File: src/core/motor_comp_pkg.sv
package motor_comp_pkg;
    // Register word indexes; the byte address is four times the index
    localparam logic [7:0] IDX_CUTOUT = 8'h0A;
    localparam logic [7:0] IDX_KP = 8'hD1;
    localparam logic [7:0] IDX_KI = 8'hD2;
    localparam logic [7:0] IDX_INTENSITY = 8'hD4;
    localparam logic [7:0] IDX_VREF = 8'hD8;
    localparam logic [7:0] IDX_THROTTLE = 8'hE0;
    localparam logic [7:0] IDX_STATUS = 8'hE1;
    localparam logic [7:0] IDX_SPEED = 8'hE2;
    // Reset values
    localparam logic [7:0] RST_CUTOUT = 8'h00;
    localparam logic [7:0] RST_KP = 8'h19;
    localparam logic [7:0] RST_KI = 8'h14;
    localparam logic [7:0] RST_INTENSITY = 8'hFF;
    localparam logic [7:0] RST_VREF = 8'hA0;
    // Timing
    localparam int CLK_HZ = 100_000_000;
    localparam int PWM_HZ = 22_000;
    localparam int PWM_PERIOD_CYC = CLK_HZ / PWM_HZ;
    localparam int CUTOUT_PARTIAL = 128;
    localparam int TOP_STEP = 127;

    // Loop settings bundle carried to the loop update
    typedef struct packed {
        logic [7:0] kp;
        logic [7:0] ki;
        logic [7:0] cutout;
        logic [7:0] intensity;
        logic [7:0] vref;
    } loop_cfg_t;
endpackage : motor_comp_pkg

File: src/core/comp_factor.sv
`timescale 1ns/1ns
// Registered compensation factor over speed step, 0..255
module comp_factor (
    input wire logic clk_i,
    input wire logic sys_rst_i,
    input wire logic [7:0] cutout_i,
    input wire logic [7:0] intensity_i,
    input wire logic [6:0] step_i,
    output logic [7:0] factor_o
);
    logic [7:0] factor_next;
    logic [15:0] num;
    logic [7:0] min_lvl;
    logic [15:0] drop;
    logic [7:0] span;

    // Linear drop to zero at cutout step, or to a floor at the top step
    always_comb
    begin
        num = 16'h0000;
        drop = 16'h0000;
        span = 8'h00;
        min_lvl = 8'h00;
        factor_next = intensity_i;
        if (cutout_i == 8'h00)
        begin
            factor_next = intensity_i;
        end
        else if (!cutout_i[7])
        begin
            if ({1'b0, step_i} >= cutout_i)
            begin
                factor_next = 8'h00;
            end
            else
            begin
                num = 16'(intensity_i) * 16'({1'b0, step_i});
                factor_next = 8'(16'(intensity_i) - num / 16'(cutout_i));
            end
        end
        else
        begin
            // Floor scales with cutout minus 128, 0..127 of 127
            span = 8'(cutout_i - 8'h80);
            min_lvl = 8'((16'(intensity_i) * 16'(span)) / 16'h007F);
            drop = 16'(8'(intensity_i - min_lvl)) * 16'({1'b0, step_i});
            factor_next = 8'(16'(intensity_i) - drop / 16'h007F);
        end
    end

    always_ff @(posedge clk_i or posedge sys_rst_i)
    begin
        if (sys_rst_i)
        begin
            factor_o <= 8'h00;
        end
        else
        begin
            factor_o <= factor_next;
        end
    end
endmodule : comp_factor

File: src/core/motor_load_compensation.sv
// Chosen here: the APB slave port.
`timescale 1ns/1ns
module motor_load_compensation #(
    parameter int PWM_CYC = motor_comp_pkg::PWM_PERIOD_CYC
) (
    input wire logic clk_i,
    input wire logic sys_rst_i,
    input wire logic psel,
    input wire logic penable,
    input wire logic pwrite,
    input wire logic [11:0] paddr,
    input wire logic [31:0] pwdata,
    output logic [31:0] prdata,
    output logic pready,
    output logic pslverr,
    input wire logic [7:0] motor_counter_voltage_i,
    output logic pwm_o
);
    ////////////////////////////////////////////////////////////////////////
    // Register file
    logic [7:0] cutout_reg;
    logic [7:0] kp_reg;
    logic [7:0] ki_reg;
    logic [7:0] intensity_reg;
    logic [7:0] vref_reg;
    logic [6:0] throttle_reg;
    logic [7:0] duty_reg;
    logic [6:0] speed_reg;
    motor_comp_pkg::loop_cfg_t cfg;

    // Word index decode, byte address is four times index
    wire [9:0] widx = paddr[11:2];
    wire wr_go = psel && penable && pwrite;
    wire rd_go = psel && penable && !pwrite;
    wire hit_cut = widx == {2'b00, motor_comp_pkg::IDX_CUTOUT};
    wire hit_kp = widx == {2'b00, motor_comp_pkg::IDX_KP};
    wire hit_ki = widx == {2'b00, motor_comp_pkg::IDX_KI};
    wire hit_int = widx == {2'b00, motor_comp_pkg::IDX_INTENSITY};
    wire hit_vref = widx == {2'b00, motor_comp_pkg::IDX_VREF};
    wire hit_thr = widx == {2'b00, motor_comp_pkg::IDX_THROTTLE};
    wire hit_sta = widx == {2'b00, motor_comp_pkg::IDX_STATUS};
    wire hit_spd = widx == {2'b00, motor_comp_pkg::IDX_SPEED};
    wire hit_any = hit_cut | hit_kp | hit_ki | hit_int | hit_vref | hit_thr | hit_sta | hit_spd;
    wire [7:0] rd_sel = hit_cut ? cutout_reg :
                        hit_kp ? kp_reg :
                        hit_ki ? ki_reg :
                        hit_int ? intensity_reg :
                        hit_vref ? vref_reg :
                        hit_thr ? {1'b0, throttle_reg} :
                        hit_sta ? duty_reg :
                        hit_spd ? {1'b0, speed_reg} : 8'h00;

    // Config registers with their documented defaults
    always_ff @(posedge clk_i or posedge sys_rst_i)
    begin
        if (sys_rst_i)
        begin
            cutout_reg <= motor_comp_pkg::RST_CUTOUT;
            kp_reg <= motor_comp_pkg::RST_KP;
            ki_reg <= motor_comp_pkg::RST_KI;
            intensity_reg <= motor_comp_pkg::RST_INTENSITY;
            vref_reg <= motor_comp_pkg::RST_VREF;
            throttle_reg <= 7'h00;
        end
        else if (wr_go)
        begin
            if (hit_cut)
            begin
                cutout_reg <= pwdata[7:0];
            end
            if (hit_kp)
            begin
                kp_reg <= pwdata[7:0];
            end
            if (hit_ki)
            begin
                ki_reg <= pwdata[7:0];
            end
            if (hit_int)
            begin
                intensity_reg <= pwdata[7:0];
            end
            if (hit_vref)
            begin
                vref_reg <= pwdata[7:0];
            end
            if (hit_thr)
            begin
                throttle_reg <= pwdata[6:0];
            end
        end
    end

    // Zero-wait slave; error on unmapped word or write to read-only
    always_ff @(posedge clk_i or posedge sys_rst_i)
    begin
        if (sys_rst_i)
        begin
            prdata <= 32'h0000_0000;
            pready <= 1'b0;
            pslverr <= 1'b0;
        end
        else
        begin
            pready <= psel && !penable;
            pslverr <= psel && !penable && (!hit_any || (pwrite && (hit_sta || hit_spd)));
            prdata <= (psel && !penable && !pwrite) ? {24'h000000, rd_sel} : prdata;
        end
    end

    assign cfg = '{kp: kp_reg, ki: ki_reg, cutout: cutout_reg,
                   intensity: intensity_reg, vref: vref_reg};

    ////////////////////////////////////////////////////////////////////////
    // Counter voltage input sync and speed estimate
    logic [7:0] emf_s1_reg;
    logic [7:0] emf_s2_reg;
    always_ff @(posedge clk_i or posedge sys_rst_i)
    begin
        if (sys_rst_i)
        begin
            emf_s1_reg <= 8'h00;
            emf_s2_reg <= 8'h00;
        end
        else
        begin
            emf_s1_reg <= motor_counter_voltage_i;
            emf_s2_reg <= emf_s1_reg;
        end
    end

    // Sample is in tenths of a volt; speed = 127 * emf / vref, clipped
    wire [15:0] emf_scaled = 16'(emf_s2_reg) * 16'h007F;
    wire [15:0] vref_div = (cfg.vref == 8'h00) ? 16'h0001 : 16'(cfg.vref);
    wire [15:0] speed_raw = emf_scaled / vref_div;
    wire [6:0] speed_next = (speed_raw > 16'h007F) ? 7'h7F : speed_raw[6:0];

    always_ff @(posedge clk_i or posedge sys_rst_i)
    begin
        if (sys_rst_i)
        begin
            speed_reg <= 7'h00;
        end
        else
        begin
            speed_reg <= speed_next;
        end
    end

    ////////////////////////////////////////////////////////////////////////
    // Compensation curve over speed steps
    logic [7:0] factor;
    comp_factor u_factor (
        .clk_i(clk_i),
        .sys_rst_i(sys_rst_i),
        .cutout_i(cfg.cutout),
        .intensity_i(cfg.intensity),
        .step_i(throttle_reg),
        .factor_o(factor)
    );

    ////////////////////////////////////////////////////////////////////////
    // PWM counter; one loop update per PWM period
    localparam int CW = $clog2(PWM_CYC);
    logic [CW-1:0] pwm_cnt_reg;
    wire pwm_wrap = pwm_cnt_reg == CW'(PWM_CYC - 1);
    always_ff @(posedge clk_i or posedge sys_rst_i)
    begin
        if (sys_rst_i)
        begin
            pwm_cnt_reg <= '0;
        end
        else
        begin
            pwm_cnt_reg <= pwm_wrap ? '0 : pwm_cnt_reg + CW'(1);
        end
    end

    ////////////////////////////////////////////////////////////////////////
    // PI loop; signed, 20-bit terms and integrator, 28-bit weighted sums, in units of 1/256 duty
    logic signed [19:0] integ_reg;
    wire signed [8:0] err = $signed({2'b00, throttle_reg}) - $signed({2'b00, speed_reg});
    wire signed [19:0] p_term = 20'(err * $signed({1'b0, cfg.kp}));
    wire signed [19:0] i_next_raw = integ_reg + 20'(err * $signed({1'b0, cfg.ki}));
    // Clamp integrator to stop windup when motor stalls
    wire signed [19:0] i_next = (i_next_raw > 20'sh0FFFF) ? 20'sh0FFFF :
                                (i_next_raw < -20'sh0FFFF) ? -20'sh0FFFF : i_next_raw;
    // Correction is weighted by the curve factor, factor 255 means full
    wire signed [27:0] corr_w = 28'((p_term + integ_reg) * $signed({1'b0, factor})) >>> 16;
    // Open-loop base is throttle mapped to 0..254; loop adds the rest
    wire signed [27:0] base = 28'($signed({2'b00, throttle_reg, 1'b0}));
    wire signed [27:0] duty_sum = base + corr_w;
    wire gains_zero = (cfg.kp == 8'h00) && (cfg.ki == 8'h00);
    wire [7:0] duty_next = gains_zero ? 8'h00 :
                           (duty_sum < 0) ? 8'h00 :
                           (duty_sum > 28'sd255) ? 8'hFF : duty_sum[7:0];

    always_ff @(posedge clk_i or posedge sys_rst_i)
    begin
        if (sys_rst_i)
        begin
            integ_reg <= '0;
            duty_reg <= 8'h00;
        end
        else if (pwm_wrap)
        begin
            integ_reg <= gains_zero ? 20'sh0 : i_next;
            duty_reg <= duty_next;
        end
    end

    // Compare duty against scaled counter position
    wire [CW+7:0] cmp_lhs = (CW+8)'(pwm_cnt_reg) * (CW+8)'(256);
    wire [CW+7:0] cmp_rhs = (CW+8)'(duty_reg) * (CW+8)'(PWM_CYC);
    always_ff @(posedge clk_i or posedge sys_rst_i)
    begin
        if (sys_rst_i)
        begin
            pwm_o <= 1'b0;
        end
        else
        begin
            pwm_o <= cmp_lhs < cmp_rhs;
        end
    end

    ////////////////////////////////////////////////////////////////////////
    // Assertions
    // Drive timing: the period depends on the counter alone
    a_pwm_period: assert property (@(posedge clk_i) disable iff (sys_rst_i)
        pwm_wrap |=> pwm_cnt_reg == '0)
        else $error("pwm period wrong");

    a_cnt_bound: assert property (@(posedge clk_i) disable iff (sys_rst_i)
        pwm_cnt_reg <= CW'(PWM_CYC - 1))
        else $error("pwm counter past period end");

    a_zero_gain_stop: assert property (@(posedge clk_i) disable iff (sys_rst_i)
        gains_zero && pwm_wrap |=> duty_reg == 8'h00)
        else $error("duty not zero with zero gains");

    a_zero_gain_integ: assert property (@(posedge clk_i) disable iff (sys_rst_i)
        gains_zero && pwm_wrap |=> integ_reg == '0)
        else $error("integrator kept with zero gains");

    a_zero_duty_off: assert property (@(posedge clk_i) disable iff (sys_rst_i)
        duty_reg == 8'h00 && $stable(duty_reg) |=> !pwm_o)
        else $error("pwm high at zero duty");

    a_duty_hold: assert property (@(posedge clk_i) disable iff (sys_rst_i)
        !pwm_wrap |=> $stable(duty_reg))
        else $error("duty moved inside a period");

    a_integ_clamp: assert property (@(posedge clk_i) disable iff (sys_rst_i)
        integ_reg <= 20'sh0FFFF && integ_reg >= -20'sh0FFFF)
        else $error("integrator out of range");

    // With no weighting and a nonzero gain the drive is the plain throttle map
    a_open_loop_base: assert property (@(posedge clk_i) disable iff (sys_rst_i)
        factor == 8'h00 && !gains_zero && pwm_wrap |=> duty_reg == {$past(throttle_reg), 1'b0})
        else $error("open loop duty wrong");

    // Curve shape, speed estimate and gain defaults
    a_cut_zero_flat: assert property (@(posedge clk_i) disable iff (sys_rst_i)
        cfg.cutout == 8'h00 && $stable(cfg.intensity) |=> factor == $past(cfg.intensity))
        else $error("factor not flat");

    a_cut_step_zero: assert property (@(posedge clk_i) disable iff (sys_rst_i)
        cfg.cutout != 8'h00 && !cfg.cutout[7] && {1'b0, throttle_reg} >= cfg.cutout
        |=> factor == 8'h00)
        else $error("factor not zero past cutout");

    a_int_zero_off: assert property (@(posedge clk_i) disable iff (sys_rst_i)
        cfg.intensity == 8'h00 |=> factor == 8'h00)
        else $error("factor not zero at zero intensity");

    a_factor_bound: assert property (@(posedge clk_i) disable iff (sys_rst_i)
        1'b1 |=> factor <= $past(intensity_reg))
        else $error("factor above intensity");

    a_partial_floor: assert property (@(posedge clk_i) disable iff (sys_rst_i)
        cfg.cutout == 8'hFF && throttle_reg == 7'h7F |=> factor == $past(cfg.intensity))
        else $error("floor wrong");

    a_speed_scale: assert property (@(posedge clk_i) disable iff (sys_rst_i)
        cfg.vref == 8'hA0 && emf_s2_reg == 8'hA0 |=> speed_reg == 7'h7F)
        else $error("speed scale wrong");

    a_speed_zero: assert property (@(posedge clk_i) disable iff (sys_rst_i)
        emf_s2_reg == 8'h00 |=> speed_reg == 7'h00)
        else $error("speed not zero at rest");

    a_gain_reset: assert property (@(posedge clk_i)
        $fell(sys_rst_i) |-> kp_reg == 8'h19 && ki_reg == 8'h14)
        else $error("gain defaults wrong");

    // Register bus answers
    a_ready_pulse: assert property (@(posedge clk_i) disable iff (sys_rst_i)
        pready |=> !pready)
        else $error("ready held too long");

    a_err_with_ready: assert property (@(posedge clk_i) disable iff (sys_rst_i)
        pslverr |-> pready)
        else $error("error without ready");

    a_rdata_moves: assert property (@(posedge clk_i) disable iff (sys_rst_i)
        $changed(prdata) |-> pready)
        else $error("read data moved outside an answer");

    a_unmapped_err: assert property (@(posedge clk_i) disable iff (sys_rst_i)
        psel && !penable && !hit_any |=> pslverr)
        else $error("unmapped word not refused");

    a_ro_write_err: assert property (@(posedge clk_i) disable iff (sys_rst_i)
        psel && !penable && pwrite && (hit_sta || hit_spd) |=> pslverr)
        else $error("read only write not refused");

    a_kp_write: assert property (@(posedge clk_i) disable iff (sys_rst_i)
        wr_go && hit_kp |=> kp_reg == $past(pwdata[7:0]))
        else $error("proportional gain write lost");

    a_ki_write: assert property (@(posedge clk_i) disable iff (sys_rst_i)
        wr_go && hit_ki |=> ki_reg == $past(pwdata[7:0]))
        else $error("integral gain write lost");

    a_cut_write: assert property (@(posedge clk_i) disable iff (sys_rst_i)
        wr_go && hit_cut |=> cutout_reg == $past(pwdata[7:0]))
        else $error("cutout write lost");

    a_thr_write: assert property (@(posedge clk_i) disable iff (sys_rst_i)
        wr_go && hit_thr |=> throttle_reg == $past(pwdata[6:0]))
        else $error("throttle write lost");

    c_pwm_on: cover property (@(posedge clk_i) disable iff (sys_rst_i) $rose(pwm_o));
    c_zero_gain: cover property (@(posedge clk_i) disable iff (sys_rst_i) gains_zero && pwm_wrap);
    c_cutout: cover property (@(posedge clk_i) disable iff (sys_rst_i) cfg.cutout[7]);
    c_write: cover property (@(posedge clk_i) disable iff (sys_rst_i) wr_go && hit_kp);
endmodule : motor_load_compensation

File: config.mk
export PLATFORM = sky130hd
export DESIGN_NAME = motor_load_compensation
export DESIGN_NICKNAME = d
export VERILOG_FILES = /design/src/core/motor_comp_pkg.sv /design/src/core/comp_factor.sv /design/src/core/motor_load_compensation.sv
export SDC_FILE = /design/constraint.sdc
export NUM_CORES = 2
export LEC_CHECK = 0
export BUFFER_PORTS_ARGS = -buffer_cell sky130_fd_sc_hd__buf_2
export CAP_MARGIN = 10
export CORE_MARGIN = 2
export CORE_UTILIZATION = 70
export CTS_BUF_LIST = sky130_fd_sc_hd__clkbuf_16
export DETAILED_ROUTE_END_ITERATION = 6
export PLACE_DENSITY_LB_ADDON = 0.08
export SETUP_SLACK_MARGIN = 0.02
export SYNTH_ARGS = -nofsm -noshare
export SYNTH_HDL_FRONTEND = slang
export SYNTH_SLANG_ARGS = --single-unit
File: constraint.sdc
create_clock -name clk_i -period 110 [get_ports clk_i]
set_input_delay 27.5 -clock clk_i [delete_from_list [all_inputs] [get_ports clk_i]]
set_output_delay 27.5 -clock clk_i [all_outputs]
set_load 0.005 [all_outputs]
Word level (Yosys, flattened, before mapping) --
Cells that the tools add are included.
Storage, ports and cells: word-level logic and storage cells 103, flip-flop bits (word level) 130, output and inout bits 35, input bits 57
Cells by class: divide/modulo/power cells 4, reduce and logical (&&, ||, !) cells 22, add/sub/neg operators 9, bitwise logic cells 7, eq/ne operators 9, $mul 8, magnitude comparators 7, mux-type cells 20
Operators with widths (number):
- 8-bit two-way mux | 14
- 10-bit by 8-bit equality test with 1-bit output (second input constant) | 7
- 20-bit two-way mux | 3
- 8-bit by 9-bit multiplier with 17-bit output | 2
- 8-bit zero test | 4
- 8-bit by 7-bit multiplier with 15-bit output | 2
- 21-bit by 9-bit multiplier with 28-bit output | 1
- 8-bit subtractor | 3
- 17-bit by 20-bit adder with 21-bit output | 1
- 21-bit less-than comparator | 1
- 8-bit by 13-bit multiplier with 21-bit output (second input constant) | 1
- 20-bit by 17-bit adder with 20-bit output | 1
- 20-bit by 17-bit > comparator with 1-bit output (second input constant) | 1
- 20-bit by 17-bit less-than comparator with 1-bit output (second input constant) | 1
- 15-bit by 16-bit divider with 16-bit output | 1
- 15-bit by 7-bit divider with 16-bit output (second input constant) | 1
- 15-bit by 8-bit divider with 16-bit output | 1
- 16-bit by 7-bit divider with 16-bit output (second input constant) | 1
- 16-bit by 7-bit > comparator with 1-bit output (second input constant) | 1
- 8-bit by 8-bit multiplier with 16-bit output | 1
- 8-bit by 7-bit multiplier with 15-bit output (second input constant) | 1
- 7-bit two-way mux | 2
- 13-bit by 1-bit adder with 13-bit output (second input constant) | 1
- 9-bit by 12-bit adder with 13-bit output | 1
- other kinds (13) | 33

Longest topological paths before layout --
depth in word-level cells 11, depth in mapped cells 200, gate-level depth less buffers 186

By module --
A second synthesis with hierarchy kept.
Second synthesis, totals: cell total of the unflattened synthesis 4929, area total of the unflattened synthesis 40528.9 um^2
Modules (own cells, without submodules):
- motor_load_compensation | cells each 2827, times used 1, area each 24757.5 um^2, seq. area each 3071.7 um^2
- comp_factor | cells each 2102, times used 1, area each 15771.4 um^2, seq. area each 200.2 um^2

Least setup slack after synthesis --
OpenSTA, ideal clock, no wires.
path kind register to register, start register intensity_reg[2], end register u_factor.factor_o[6], stages on the path, launching flop included 192, data required time 109.864 ns, path slack 74.171 ns, period minus slack after synthesis 35.829 ns, arrival 35.693 ns, path buffers 13, library setup time 0.136 ns, cells stage by stage dfstp_2 clkbuf_1 nand2_1 fa_1 fa_1 inv_1 fa_1 inv_1 fa_1 inv_1 ha_1 a21boi_0 o21ai_0 a21boi_0 o21a_1 o211a_1 or3_1 ha_1 [... 156 more ...] o21ai_0 nand2b_1 a21oi_1 nor2b_1 o21ai_0 nand2b_1 a21oi_1 o2111ai_1 ha_1 fa_1 nor2b_1 o21ai_0 nand2b_1 a21o_1 a21oi_1 xnor2_1 a22oi_1 a21oi_1
Between the ends: cells in the longest elaborated chain, start to end 8, elaborated cells on any way between the ends 12, classes of those cells add/sub: 3; mul: 3; div: 3; mux: 3
RTL lines:
- start: declaration | line motor_load_compensation.sv:24 | logic [7:0] intensity_reg;
- start signal: assignment | line motor_load_compensation.sv:61 | intensity_reg <= motor_comp_pkg::RST_INTENSITY;
- start signal: assignment | line motor_load_compensation.sv:81 | intensity_reg <= pwdata[7:0];
- 8-bit by 8-bit multiplier with 16-bit output | line comp_factor.sv:45 | min_lvl = 8'((16'(intensity_i) * 16'(span)) / 16'h007F);
- 16-bit by 7-bit divider with 16-bit output | line comp_factor.sv:45
- 8-bit subtractor | line comp_factor.sv:46 | drop = 16'(8'(intensity_i - min_lvl)) * 16'({1'b0, step_i});
- 8-bit by 7-bit multiplier with 15-bit output | line comp_factor.sv:46
- 15-bit by 7-bit divider with 16-bit output | line comp_factor.sv:47 | factor_next = 8'(16'(intensity_i) - drop / 16'h007F);
- 8-bit subtractor | line comp_factor.sv:47
- 8-bit two-way mux (*) | line comp_factor.sv:29 | else if (!cutout_i[7])
- 8-bit two-way mux (*) | line comp_factor.sv:25 | if (cutout_i == 8'h00)
- net u_factor.factor_next[6] | line comp_factor.sv:11 | logic [7:0] factor_next;
- end signal: assignment | line comp_factor.sv:59 | factor_o <= factor_next;
- end: declaration | line comp_factor.sv:9 | output logic [7:0] factor_o
The timed path passes the listed nets; every way through them passes the cells marked *. A chain may end at the register's enable or synchronous reset.

Final worst setup path --
Ends and elaborated chain as after synthesis.

==> results.sh <==
export IMPL_fin_nets=5766
export IMPL_post_cts_setup_buffers=0
export IMPL_gp_congestion=0.911
export IMPL_hpwl_mm=76.9
export IMPL_clockBufferDepth=2
export IMPL_largest_reg_flops=20
export IMPL_worst_pin_slew_ps=1380
export IMPL_worst_endpoint_arrival_ps=41320
export IMPL_synthCells=4771
export IMPL_yosysTopAreaCellShare_pct=19.2
export IMPL_fillers=4379
export IMPL_yosysWarnings=0
export IMPL_coreArea_um2=55200
export IMPL_grt_pass1_vias=33700
export IMPL_period_minus_slack_ps=41040
export IMPL_cts_hold_buf=0
export IMPL_seq_area_frac_synth_pct=8.35
export IMPL_cp_start_kind="register"
export IMPL_io_pins=92
export IMPL_required_ps=110270
export IMPL_path_common_cell="o21a_1"
export IMPL_antenna_left=0
export IMPL_seqCellArea_um2=3270
export IMPL_die_area_um2=57900
export IMPL_die_w_um=241
export IMPL_drive_above_1_share_pct=6.43
export IMPL_worstSkewPairLatency_ps=440
export IMPL_synth_enable_flop_cells=0
export IMPL_fmax_mhz=24.4
export IMPL_overflow=0
export IMPL_core_rowCount=86
export IMPL_cts_sinks=130
export IMPL_synth_xor_area_share_pct=4.78
export IMPL_cap_violations=0
export IMPL_synth_top_family_by_area="adder cells"
export IMPL_drtIter0Drc=2195
export IMPL_crit_fanout=21
export IMPL_portBuffers=41
export IMPL_cp_slowest_cell="dfstp_2"
export IMPL_hold_path_end="emf_s2_reg[7]"
export IMPL_synthTopCellsByCount="623 x inv_1, 601 x ha_1, 406 x nand2_1, 362 x fa_1, 286 x nor2_1"
export IMPL_m1WireLength_mm=41.3
export IMPL_routed_wl_mm=96.8
export IMPL_cts_resized_gates=0
export IMPL_yosys_area_share_simple_pct=19.9
export IMPL_r2r_slack_ps=68960
export IMPL_via_count=34000
export IMPL_period_share_pct=37.3
export IMPL_synth_seq_cells=130
export IMPL_worst_clock_skew_ps=15.7
export IMPL_timing_rr_start="intensity_reg[2]"
export IMPL_cts_root_buffer="clkbuf_16"
export IMPL_hold_depth=0
export IMPL_muxShareOfSynthArea_pct=3.18
export IMPL_async_flop_share_pct=100
export IMPL_synthFlopType="dfrtp_1"
export IMPL_worst_setup_path_end_kind="register"
export IMPL_wl_met2_mm=46.2
export IMPL_status="finished clean"
export IMPL_slew_violations=0
export IMPL_gr_usage_all_layers_pct=34.1
export IMPL_clkTransAtPathRegs_ps=60
export IMPL_cts_tree="built"
export IMPL_die_y_um=241
export IMPL_wl_met3_mm=6.49
export IMPL_synthToLayoutAreaGrowth_pct=3.64
export IMPL_wl_per_cell_um=17.6
export IMPL_slowest_delay_ps=870
export IMPL_yosysMostFrequentCell="inv_1"
export IMPL_rsz0062_at_grt="false"
export IMPL_drtPass1Iterations=6
export IMPL_syn_area_um2=39200
export IMPL_dr_max_layer_used="met5"
export IMPL_synth_compound_area_share_pct=18.1
export IMPL_setup_viol=0
export IMPL_hold_start="emf_s1_reg[7]"
export IMPL_grt_pass1_wl_mm=162
export IMPL_antenna_found_initial=3
export IMPL_synth_cell_types=127
export IMPL_hp_class="register to register"
export IMPL_finalHoldViolCount=0
export IMPL_r2r_end="u_factor.factor_o[6]"
export IMPL_grt_max_degree=78
export IMPL_yosys_area_top_type="ha_1"
export IMPL_crit_type="register to register"
export IMPL_drt_vias_per_instance=6.17
export IMPL_ctsHtreeMaxLevel=4
export IMPL_netlist_top_cells_area="ha_1 19%, fa_1 19%, dfrtp_1 7.3%"
export IMPL_synth_avg_cell_area_um2=8.21
export IMPL_yosys_area_share_adder_pct=37.9
export IMPL_relSlewSlack_pct=7.15
export IMPL_cts_buffers=17
export IMPL_multi_input_area_um2=32900
export IMPL_finalSetupTns_ps=0
export IMPL_drc=0
export IMPL_reg2regPathDepth=178
export IMPL_start_util_pct=71.0
==> layout make-up <==
type	instances	share of cell area [%]
Inverter	628	5.82
Clock inverter	15	0.354
Antenna cell	1	0.00617
Multi-Input combinational cell	3886	81.1
Timing Repair Buffer	83	1.28
Tap cell	748	2.31
Clock buffer	17	1.05
Sequential cell	130	8.06
==> worst max-delay path: cells and delay by family, from the launching register on <==
kind	cells	cell delay [ps]
flops	1	870
simple gates	33	6080
fa+ha+maj	22	7580
mux	2	660
xor+xnor	1	140
compound gates	111	24510
buf+inv	9	900
==> stage by stage <==
| step | util [%] | hold WS (ps) | worst slack, ps | std cells | cell area (µm²) |
|---|---|---|---|---|---|
| 2_1_floorplan | - | 331 | 74170 | 4796 | 39300 |
| 3_3_place_gp | 72.5 | 334 | 70390 | 5474 | 40000 |
| 4_1_cts | 73.5 | 343 | 69300 | 5506 | 40600 |
| 3_5_place_dp | 72.5 | 335 | 69520 | 5474 | 40000 |
| 6_report | 73.5 | 342 | 68960 | 5508 | 40600 |
| 5_1_grt | 73.5 | 350 | 65180 | 5507 | 40600 |
==> cells in the final DEF (no fill, tap or decap), types with 24 or more instances in the layout <==
cell,instances
o31ai_1,53
mux2i_1,34
o21ai_0,187
and2_1,251
and3_1,24
a21oi_1,198
buf_2,42
a21o_1,94
nand3_1,71
xnor2_1,139
conb_1,26
or2_2,31
dfrtp_1,115
a22oi_1,28
nor2_1,286
o21bai_1,33
inv_1,624
nand2_1,406
xor2_1,67
a31oi_1,44
nor4_1,27
or3_1,40
o21ai_1,25
fa_1,362
o211ai_1,25
nand2b_1,72
mux2_2,79
nor3_1,172
o21a_1,137
buf_4,41
nand4_1,25
ha_1,601
nor2b_1,53
==> per-layer routing <==
| metal | up-vias | global-route usage, % |
|---|---|---|
| li1 | 16300 | - |
| met1 | 16500 | 44.4 |
| met2 | 964 | 58.7 |
| met3 | 217 | 5.24 |
| met4 | 4 | 9.98 |
| met5 | - | 0 |
==> worst max-delay path by stage <==
stage | from | endpoint | slack [ps] | depth (start not counted)
detailed placement | intensity_reg[2] | u_factor.factor_o[6] | 69520 | 178
finish | intensity_reg[2] | u_factor.factor_o[6] | 68960 | 178
global route | intensity_reg[2] | u_factor.factor_o[6] | 65180 | 180
CTS | intensity_reg[2] | u_factor.factor_o[6] | 69300 | 178
global placement | intensity_reg[2] | u_factor.factor_o[6] | 70390 | 180
floorplan | intensity_reg[2] | u_factor.factor_o[6] | 74170 | 191
==> logic make-up (layout without fill, tap and decap cells) <==
group | after synthesis | in the layout
compound gates | 1035 | 1035
xor+xnor | 209 | 209
fa+ha+maj | 971 | 971
buf+inv | 780 | 743
flops | 130 | 130
mux | 114 | 114
other cells | 1 | 27
simple gates | 1531 | 1531
Power is left out: the tool's default activity adds up to more than one toggle a clock period on the data nets, which glitch-free logic cannot reach.
